**config.mk**
```make
export PLATFORM = sky130hd
export DESIGN_NAME = slc_top
export DESIGN_NICKNAME = d
export VERILOG_FILES = /design/src/hw/slc_sync.v /design/src/hw/slc_top.v
export VERILOG_INCLUDE_DIRS = /design/src /design/src/hw
export SDC_FILE = /design/constraint.sdc
export NUM_CORES = 1
export LEC_CHECK = 0
export BUFFER_PORTS_ARGS = -buffer_cell sky130_fd_sc_hd__buf_2
export CORE_MARGIN = 5
export CORE_UTILIZATION = 35
export CTS_CLUSTER_DIAMETER = 100
export DETAILED_ROUTE_END_ITERATION = 10
export PLACE_DENSITY = 0.5
export SLEW_MARGIN = 5
export SYNTH_ARGS = -nofsm -noshare
export SYNTH_HDL_FRONTEND = slang
export SYNTH_SLANG_ARGS = --single-unit
```
**constraint.sdc**
```tcl
create_clock -name CLOCK_IN -period 5.7 [get_ports CLOCK_IN]
set_clock_uncertainty 0.1 [all_clocks]
set_input_delay 0.57 -clock CLOCK_IN [delete_from_list [all_inputs] [get_ports CLOCK_IN]]
set_output_delay 0.57 -clock CLOCK_IN [all_outputs]
set_load 0.01 [all_outputs]
```
**src/hw/slc_defines.vh**
```
// Constants for the solenoid lock control block
`ifndef SLC_DEFINES_VH
`define SLC_DEFINES_VH

// Register byte offsets on the Avalon slave
`define SLC_ADDR_CTRL 4'h0
`define SLC_ADDR_STATUS 4'h4
`define SLC_ADDR_PINS 4'h8

// Control register fields and reset value
`define SLC_CTRL_PN_BIT 0
`define SLC_CTRL_TEST_EN_BIT 1
`define SLC_CTRL_RESET 2'h2

// Status register field positions
`define SLC_ST_STATE_LSB 0
`define SLC_ST_PEND_BIT 4
`define SLC_ST_FAULT_BIT 5
`define SLC_ST_BOLT_BIT 6
`define SLC_ST_RETRY_BIT 7
`define SLC_ST_SAFE_A_BIT 8
`define SLC_ST_SAFE_B_BIT 9

// Clock rate and timing figures
`define SLC_CLK_MHZ 100
`define SLC_TEST_PULSE_US 400
`define SLC_TEST_PERIOD_MS 50
`define SLC_ATTEMPT_MS 500
`define SLC_FLASH_HALF_MS 500
`define SLC_INIT_WAIT 3'h7

// Derived cycle counts (pulse is a longest time: rounds down)
`define SLC_TEST_PULSE_CYC (`SLC_TEST_PULSE_US * `SLC_CLK_MHZ)
`define SLC_TEST_PERIOD_CYC (`SLC_TEST_PERIOD_MS * 1000 * `SLC_CLK_MHZ)
`define SLC_ATTEMPT_CYC (`SLC_ATTEMPT_MS * 1000 * `SLC_CLK_MHZ)
`define SLC_FLASH_HALF_CYC (`SLC_FLASH_HALF_MS * 1000 * `SLC_CLK_MHZ)

`endif

```
**src/hw/slc_sync.v**
```verilog
// Three-stage pin synchroniser with agreement filter
`timescale 1ns/1ps
module slc_sync #(
  parameter W = 4
) (
  // Clock and reset
  input wire clk_in,
  input wire rst_n_in,
  // Pins and filtered result
  input wire [W-1:0] pin_in,
  output wire [W-1:0] level_out
);
  reg [W-1:0] s1_q; // First stage, read by stage two only
  reg [W-1:0] s2_q; // Second stage
  reg [W-1:0] s3_q; // Third stage
  reg [W-1:0] lvl_q; // Accepted level
  genvar i;

  assign level_out = lvl_q;

  // One chain per bit; a change counts once stages two and three agree
  generate
    for (i = 0; i < W; i = i + 1) begin : g_bit
      always @(posedge clk_in or negedge rst_n_in) begin
        if (!rst_n_in) begin
          s1_q[i] <= 1'b0;
          s2_q[i] <= 1'b0;
          s3_q[i] <= 1'b0;
          lvl_q[i] <= 1'b0;
        end else begin
          s1_q[i] <= pin_in[i];
          s2_q[i] <= s1_q[i];
          s3_q[i] <= s2_q[i];
          // Agreement filter hides single-stage metastable glitches
          if (s2_q[i] == s3_q[i]) begin
            lvl_q[i] <= s3_q[i];
          end
        end
      end
    end
  endgenerate
endmodule

```
**src/hw/slc_top.v**
```verilog
// Solenoid guard-lock control with Avalon-MM registers
//
// Summary of operation
// Decode command inputs into lock or unlock
// Failed first locking drive retries once itself
// Second failure enters and reports fault state
// Fault clears only after control inputs change
// Locked at power-on needs unlock then lock
// Yellow flashes until power-on cycle completes
// Safety outputs pulse off at most 0.4 ms
// Controller tolerates test dropouts up to 0.4 ms
// Controller blanks dropouts shorter than 1 ms
// Controller allows 100 ms channel discrepancy
// Controller has dual-channel semiconductor input
// Controller tests its own command outputs
// Safety outputs off unless bolt confirmed locked
//
// Our own choices: the address map and register access over Avalon-MM.
`timescale 1ns/1ps
`include "slc_defines.vh"
module slc_top #(
  parameter [31:0] TEST_PULSE_CYC = `SLC_TEST_PULSE_CYC,
  parameter [31:0] TEST_PERIOD_CYC = `SLC_TEST_PERIOD_CYC,
  parameter [31:0] ATTEMPT_CYC = `SLC_ATTEMPT_CYC,
  parameter [31:0] FLASH_HALF_CYC = `SLC_FLASH_HALF_CYC
) (
  // Clock and reset
  input wire CLOCK_IN,
  input wire RESET_N_IN,
  // Avalon-MM slave
  input wire [3:0] AVS_ADDRESS_IN,
  input wire AVS_READ_IN,
  input wire AVS_WRITE_IN,
  input wire [31:0] AVS_WRITEDATA_IN,
  input wire [3:0] AVS_BYTEENABLE_IN,
  output wire [31:0] AVS_READDATA_OUT,
  output wire AVS_WAITREQUEST_OUT,
  // Command inputs from the safety controller
  input wire LOCK_CMD_IN_A_IN,
  input wire LOCK_CMD_IN_B_IN,
  input wire LOCK_CMD_RETURN_IN,
  // Bolt position sensor and drive
  input wire BOLT_LOCKED_IN,
  output wire BOLT_EXTEND_OUT,
  output wire BOLT_RETRACT_OUT,
  // Safety outputs and indicators
  output wire SAFE_OUT_A_OUT,
  output wire SAFE_OUT_B_OUT,
  output wire LED_YELLOW_OUT,
  output wire FAULT_OUT
);
  // Lock state machine codes
  localparam [2:0] S_INIT = 3'h0;
  localparam [2:0] S_UNLOCKED = 3'h1;
  localparam [2:0] S_EXTEND = 3'h2;
  localparam [2:0] S_LOCKED = 3'h3;
  localparam [2:0] S_RETRACT = 3'h4;
  localparam [2:0] S_FAULT = 3'h5;
  // Decoded command codes
  localparam [1:0] C_NONE = 2'h0;
  localparam [1:0] C_LOCK = 2'h1;
  localparam [1:0] C_UNLOCK = 2'h2;

  wire [3:0] pins; // Filtered pins: bolt, return, b, a
  wire cmd_a = pins[0];
  wire cmd_b = pins[1];
  wire cmd_ret = pins[2]; // High when return is tied to ground
  wire bolt = pins[3];
  reg [1:0] cmd; // Decoded command
  reg [1:0] ctrl_q; // Control register
  reg [2:0] state_q; // Lock state
  reg [2:0] init_q; // Settle wait after reset
  reg retry_q; // Second attempt in progress
  reg pend_q; // Power-on relock outstanding
  reg [31:0] tmr_q; // Attempt timer
  reg [2:0] fault_pins_q; // Input snapshot at fault entry
  reg [31:0] test_q; // Self-test period counter
  reg [31:0] flash_q; // Flash divider
  reg flash_en_q; // One-cycle divider enable
  reg led_q; // Yellow indicator
  reg safe_a_q; // Safety output A
  reg safe_b_q; // Safety output B
  reg ext_q; // Extend drive
  reg ret_q; // Retract drive
  reg fault_q; // Fault indicator
  reg wait_q; // Waitrequest
  reg [31:0] rdata_q; // Read data
  wire nominal_on; // Outputs would be on but for tests

  slc_sync #(.W(4)) u_sync (
    .clk_in(CLOCK_IN),
    .rst_n_in(RESET_N_IN),
    .pin_in({BOLT_LOCKED_IN, LOCK_CMD_RETURN_IN, LOCK_CMD_IN_B_IN,
             LOCK_CMD_IN_A_IN}),
    .level_out(pins)
  );

  // Command decode for both variants; other patterns mean no change
  always @* begin
    cmd = C_NONE;
    if (ctrl_q[`SLC_CTRL_PN_BIT]) begin
      // A and B tied: lock needs return open too
      if (!cmd_a && !cmd_b && !cmd_ret) begin
        cmd = C_LOCK;
      end else if (cmd_a && cmd_b && cmd_ret) begin
        cmd = C_UNLOCK;
      end
    end else begin
      if (!cmd_a && !cmd_b && cmd_ret) begin
        cmd = C_LOCK;
      end else if (cmd_a && cmd_b && cmd_ret) begin
        cmd = C_UNLOCK;
      end
    end
  end

  // Lock state machine
  always @(posedge CLOCK_IN or negedge RESET_N_IN) begin
    if (!RESET_N_IN) begin
      state_q <= S_INIT;
      init_q <= 3'h0;
      retry_q <= 1'b0;
      pend_q <= 1'b0;
      tmr_q <= 32'h0;
      fault_pins_q <= 3'h0;
    end else begin
      case (state_q)
        S_INIT: begin
          // Wait for the synchroniser before trusting the sensor
          init_q <= init_q + 3'h1;
          if (init_q == `SLC_INIT_WAIT) begin
            if (bolt) begin
              pend_q <= 1'b1;
              state_q <= S_LOCKED;
            end else begin
              state_q <= S_UNLOCKED;
            end
          end
        end
        S_UNLOCKED: begin
          if (cmd == C_LOCK) begin
            retry_q <= 1'b0;
            tmr_q <= 32'h0;
            state_q <= S_EXTEND;
          end
        end
        S_EXTEND: begin
          tmr_q <= tmr_q + 32'h1;
          if (bolt) begin
            // Only reachable after an unlock, so power-on check is done
            pend_q <= 1'b0;
            state_q <= S_LOCKED;
          end else if (cmd == C_UNLOCK) begin
            state_q <= S_RETRACT;
          end else if (tmr_q >= ATTEMPT_CYC - 32'h1) begin
            if (!retry_q) begin
              retry_q <= 1'b1;
              tmr_q <= 32'h0;
            end else begin
              fault_pins_q <= {cmd_ret, cmd_b, cmd_a};
              state_q <= S_FAULT;
            end
          end
        end
        S_LOCKED: begin
          if (cmd == C_UNLOCK) begin
            state_q <= S_RETRACT;
          end
        end
        S_RETRACT: begin
          if (!bolt) begin
            state_q <= S_UNLOCKED;
          end
        end
        S_FAULT: begin
          // No drive until the controller changes the inputs
          if ({cmd_ret, cmd_b, cmd_a} != fault_pins_q) begin
            state_q <= S_RETRACT;
          end
        end
        default: begin
          state_q <= S_INIT;
        end
      endcase
    end
  end

  // Outputs may be on only when locked and validated
  assign nominal_on = (state_q == S_LOCKED) && bolt && !pend_q;

  // Self-test period; A and B pulse at different times
  always @(posedge CLOCK_IN or negedge RESET_N_IN) begin
    if (!RESET_N_IN) begin
      test_q <= 32'h0;
    end else if (test_q >= TEST_PERIOD_CYC - 32'h1) begin
      test_q <= 32'h0;
    end else begin
      test_q <= test_q + 32'h1;
    end
  end

  // Safety outputs with cyclic off pulses
  always @(posedge CLOCK_IN or negedge RESET_N_IN) begin
    if (!RESET_N_IN) begin
      safe_a_q <= 1'b0;
      safe_b_q <= 1'b0;
    end else begin
      safe_a_q <= nominal_on;
      safe_b_q <= nominal_on;
      if (ctrl_q[`SLC_CTRL_TEST_EN_BIT]) begin
        // Staggered so the two channels never drop together
        if (test_q < TEST_PULSE_CYC) begin
          safe_a_q <= 1'b0;
        end
        if (test_q >= (TEST_PERIOD_CYC >> 1) &&
            test_q < (TEST_PERIOD_CYC >> 1) + TEST_PULSE_CYC) begin
          safe_b_q <= 1'b0;
        end
      end
    end
  end

  // Flash divider: enable pulse every half period
  always @(posedge CLOCK_IN or negedge RESET_N_IN) begin
    if (!RESET_N_IN) begin
      flash_q <= 32'h0;
      flash_en_q <= 1'b0;
    end else if (flash_q >= FLASH_HALF_CYC - 32'h1) begin
      flash_q <= 32'h0;
      flash_en_q <= 1'b1;
    end else begin
      flash_q <= flash_q + 32'h1;
      flash_en_q <= 1'b0;
    end
  end

  // Yellow indicator, drives and fault flag
  always @(posedge CLOCK_IN or negedge RESET_N_IN) begin
    if (!RESET_N_IN) begin
      led_q <= 1'b0;
      ext_q <= 1'b0;
      ret_q <= 1'b0;
      fault_q <= 1'b0;
    end else begin
      if (!pend_q) begin
        led_q <= 1'b0;
      end else if (flash_en_q) begin
        led_q <= !led_q;
      end
      ext_q <= (state_q == S_EXTEND);
      ret_q <= (state_q == S_RETRACT);
      fault_q <= (state_q == S_FAULT);
    end
  end

  // Avalon slave: answer on the second edge, write at that edge
  always @(posedge CLOCK_IN or negedge RESET_N_IN) begin
    if (!RESET_N_IN) begin
      wait_q <= 1'b1;
      rdata_q <= 32'h0;
      ctrl_q <= `SLC_CTRL_RESET;
    end else begin
      wait_q <= !((AVS_READ_IN || AVS_WRITE_IN) && wait_q);
      if (AVS_WRITE_IN && !wait_q && AVS_BYTEENABLE_IN[0] &&
          AVS_ADDRESS_IN == `SLC_ADDR_CTRL) begin
        ctrl_q <= AVS_WRITEDATA_IN[1:0];
      end
      if (AVS_READ_IN && wait_q) begin
        // Unmapped offsets read as zero
        case (AVS_ADDRESS_IN)
          `SLC_ADDR_CTRL: rdata_q <= {30'h0, ctrl_q};
          `SLC_ADDR_STATUS: rdata_q <= {22'h0, safe_b_q, safe_a_q,
                                        retry_q, bolt, fault_q, pend_q,
                                        1'b0, state_q};
          `SLC_ADDR_PINS: rdata_q <= {28'h0, pins};
          default: rdata_q <= 32'h0;
        endcase
      end
    end
  end

  assign AVS_READDATA_OUT = rdata_q;
  assign AVS_WAITREQUEST_OUT = wait_q;
  assign BOLT_EXTEND_OUT = ext_q;
  assign BOLT_RETRACT_OUT = ret_q;
  assign SAFE_OUT_A_OUT = safe_a_q;
  assign SAFE_OUT_B_OUT = safe_b_q;
  assign LED_YELLOW_OUT = led_q;
  assign FAULT_OUT = fault_q;
endmodule

```
==> metrics.txt <==
Arr. time, crit path 2870 ps; hold buffer count at cts 0; Port Buf Inserts 31; Chip Height 149 um; switching part of the total 0.285; WL per Instance 13.6 um; Pwr Total 2.73 mW; Max Slew Vio Count 0; Distinct cells, synth 68; Leakage 3.28 nW; Top FF cell, synth dfrtp_1; critical-path cell list xnor2_1, or3_1, o21ai_0, and2_1, o21ai_0, a22o_1; largest net degree at the start of global routing 91; fin crit period 2660 ps; site row count 51; cell mode on critical path o21ai_0; relative slew slack 0.434; gpl congestion 0.775; grt ovf 0; Post-route DRC 0; #FFs+latches synth 143; RSZ-0062 raised after global routing false; drt via density 4.92; Post-synth EDFFs 0; initial antenna violation count 0; clock share of power 0.417; worst r2r src u_sync.level_out[2]; CTS sink cnt 143; Vias 4,865; Placed Area 7160 um2; Post-Syn Area 6800 um2; Setup Viol. Count Final 0; Initial Utilization 0.353; first-pass GRT wire length 23,000 um; Post-CTS Resized 0; sequential share of the synthesized area 0.527; fillcell total 1,909; critical path class register to register; internal reg-to-reg setup slack 3040 ps; status finished clean; WL final 13,400 um; Clock Path Buffers 2; Synth Area per Inst 10.1 um2; Slew @ Worst Pin 850 ps; Overall Global Routing Usage 0.128; peak supply drop 0.200 mV; Worst-path clk slew 60 ps; antenna viol nets, final 0; Hold Path Class input pin to asynchronous set/reset pin; Psw 780 uW; Setup Fix Bufs, Post-CTS 0; die width 149 um; initial drt markers 213; RR Endpoint tmr_q[13]; YS warnings 0; CTS buffer count 17; crit end category register; ratio of final minimum period to clock period 0.467; P per Cell Area 352 nW/um2; layout cells sized above 1 0.127; Mapped Cells 672; critical path's largest stage delay 730 ps; FF-to-FF path depth 6; sequential share of power 0.430; CP max-delay cell and2_1; most common cell after layout, fill and taps aside dfrtp_1; Required @ worst endpoint 5910 ps; DP HPWL 9000 um; antenna fix cells 0; post-layout instance area 7770 um2; die area 22,300 um2; most frequent cells in the layout dfrtp_1, nor2_1, nand2_1; Area growth syn-to-layout 14.3%; Core ar. 19,300 um2; Pre-antenna DRT Iters 4; Max H-tree Level 4; CP Launch Type register; Worst Path Max Fanout 20; final hold vios 0; logic gate share of total power 0.153; Post-synth ARST share 1.00; Setup TNS 0 ps; MaxCap Viol Count 0; CTS Root Cell clkbuf_16; Power Internal 1.95 mW; Fin Hold WS 82.8 ps; vias in the first global route 4,656; CTS tree built; maximum clock rate 376 MHz; # IOs 87; fin nets 764; clock latency on the worst-skew pair 420 ps
-- power by group through the flow --
stage               sequential (mW)  clock [mW]  combinational, mW
floorplan                      1.15           0              0.347
global placement               1.19           0              0.410
detailed placement             1.19           0              0.422
CTS                            1.18        1.17              0.423
global route                   1.19        1.21              0.477
finish                         1.18        1.14              0.417
-- flip-flops by register name, indices dropped and copies added (netlist names), 2 cells and up --
name	flops
AVS_READDATA_OUT	10
ctrl_q	2
fault_pins_q	3
flash_q	32
init_q	3
state_q	3
test_q	32
tmr_q	32
u_sync.level_out	4
u_sync.s1_q	4
u_sync.s2_q	4
u_sync.s3_q	4
-- critical path: cells and delay by family (launching register included) --
kind / cells / cell delay [ps]
xor gates and xnor gates: 1 / 160
and+or+nand+nor: 2 / 1090
AOI/OAI and AO/OA: 3 / 710
DFF: 1 / 480
-- through the flow --
| stage | util | worst slack, ps | std cells |
|---|---|---|---|
| finish | 0.403 | 3040 | 988 |
| floorplan | - | 3500 | 708 |
| global placement | 0.372 | 3060 | 957 |
| global route | 0.403 | 2840 | 988 |
| CTS | 0.403 | 3040 | 988 |
| detailed placement | 0.372 | 3060 | 957 |
-- per-layer routing --
layer | routed length, um | vias to the layer above | share of wire | global-route usage
li1 | - | 2397 | - | -
met1 | 6590 | 2378 | 0.49 | 0.175
met2 | 6210 | 78 | 0.46 | 0.196
met3 | 496 | 12 | 0.037 | 0.0365
met4 | 155 | 0 | 0.012 | 0.0412
met5 | 0 | - | 0 | 0
-- cell usage after synthesis (all sizes together) (10+ instances only) --
library cell / count / share of area
a21oi: 31 / 0.023
xor2: 25 / 0.032
clkbuf: 16 / 0.0088
inv: 14 / 0.0077
and3: 10 / 0.0092
dfrtp: 141 / 0.52
a31oi: 21 / 0.019
xnor2: 24 / 0.031
o21ai: 33 / 0.024
nor4: 14 / 0.019
nand2: 53 / 0.030
nand4: 18 / 0.020
mux2: 10 / 0.017
nor2: 77 / 0.043
nand2b: 10 / 0.0092
nor3: 14 / 0.010
nand3: 42 / 0.032
buf: 34 / 0.033
-- how the worst max path moves through the flow --
stage,from,cells past startpoint,endpoint
6_report,u_sync.level_out[2],6,tmr_q[13]
5_1_grt,u_sync.level_out[2],6,tmr_q[13]
4_1_cts,u_sync.level_out[2],6,tmr_q[13]
3_5_place_dp,u_sync.level_out[2],6,tmr_q[13]
3_3_place_gp,u_sync.level_out[2],6,tmr_q[13]
2_1_floorplan,tmr_q[16],7,state_q[0]
-- logic make-up (layout without fill, tap and decap cells) --
kind of cell | Yosys count | count (layout) | synth area share
mux | 13 | 13 | 0.0210
buf+inv | 64 | 79 | 0.0495
xor+xnor | 49 | 49 | 0.0631
fa+ha+maj | 9 | 9 | 0.0151
compound gates | 124 | 124 | 0.115
flops | 143 | 143 | 0.527
simple gates | 269 | 269 | 0.209
other cells | 1 | 37 | 0.000552
-- area by class of cell --
class                      instances  area (um2)  share of cell area
clock buffer                      21         470              0.0605
timing repair buffer              34         184              0.0237
multi-input combinational        501        3010               0.388
sequential                       143        3580               0.461
tap                              265         332              0.0427
inverter                          14        52.6             0.00676
clock inverter                    10         136              0.0176
Note: power is estimated with default switching activity, not from simulation.
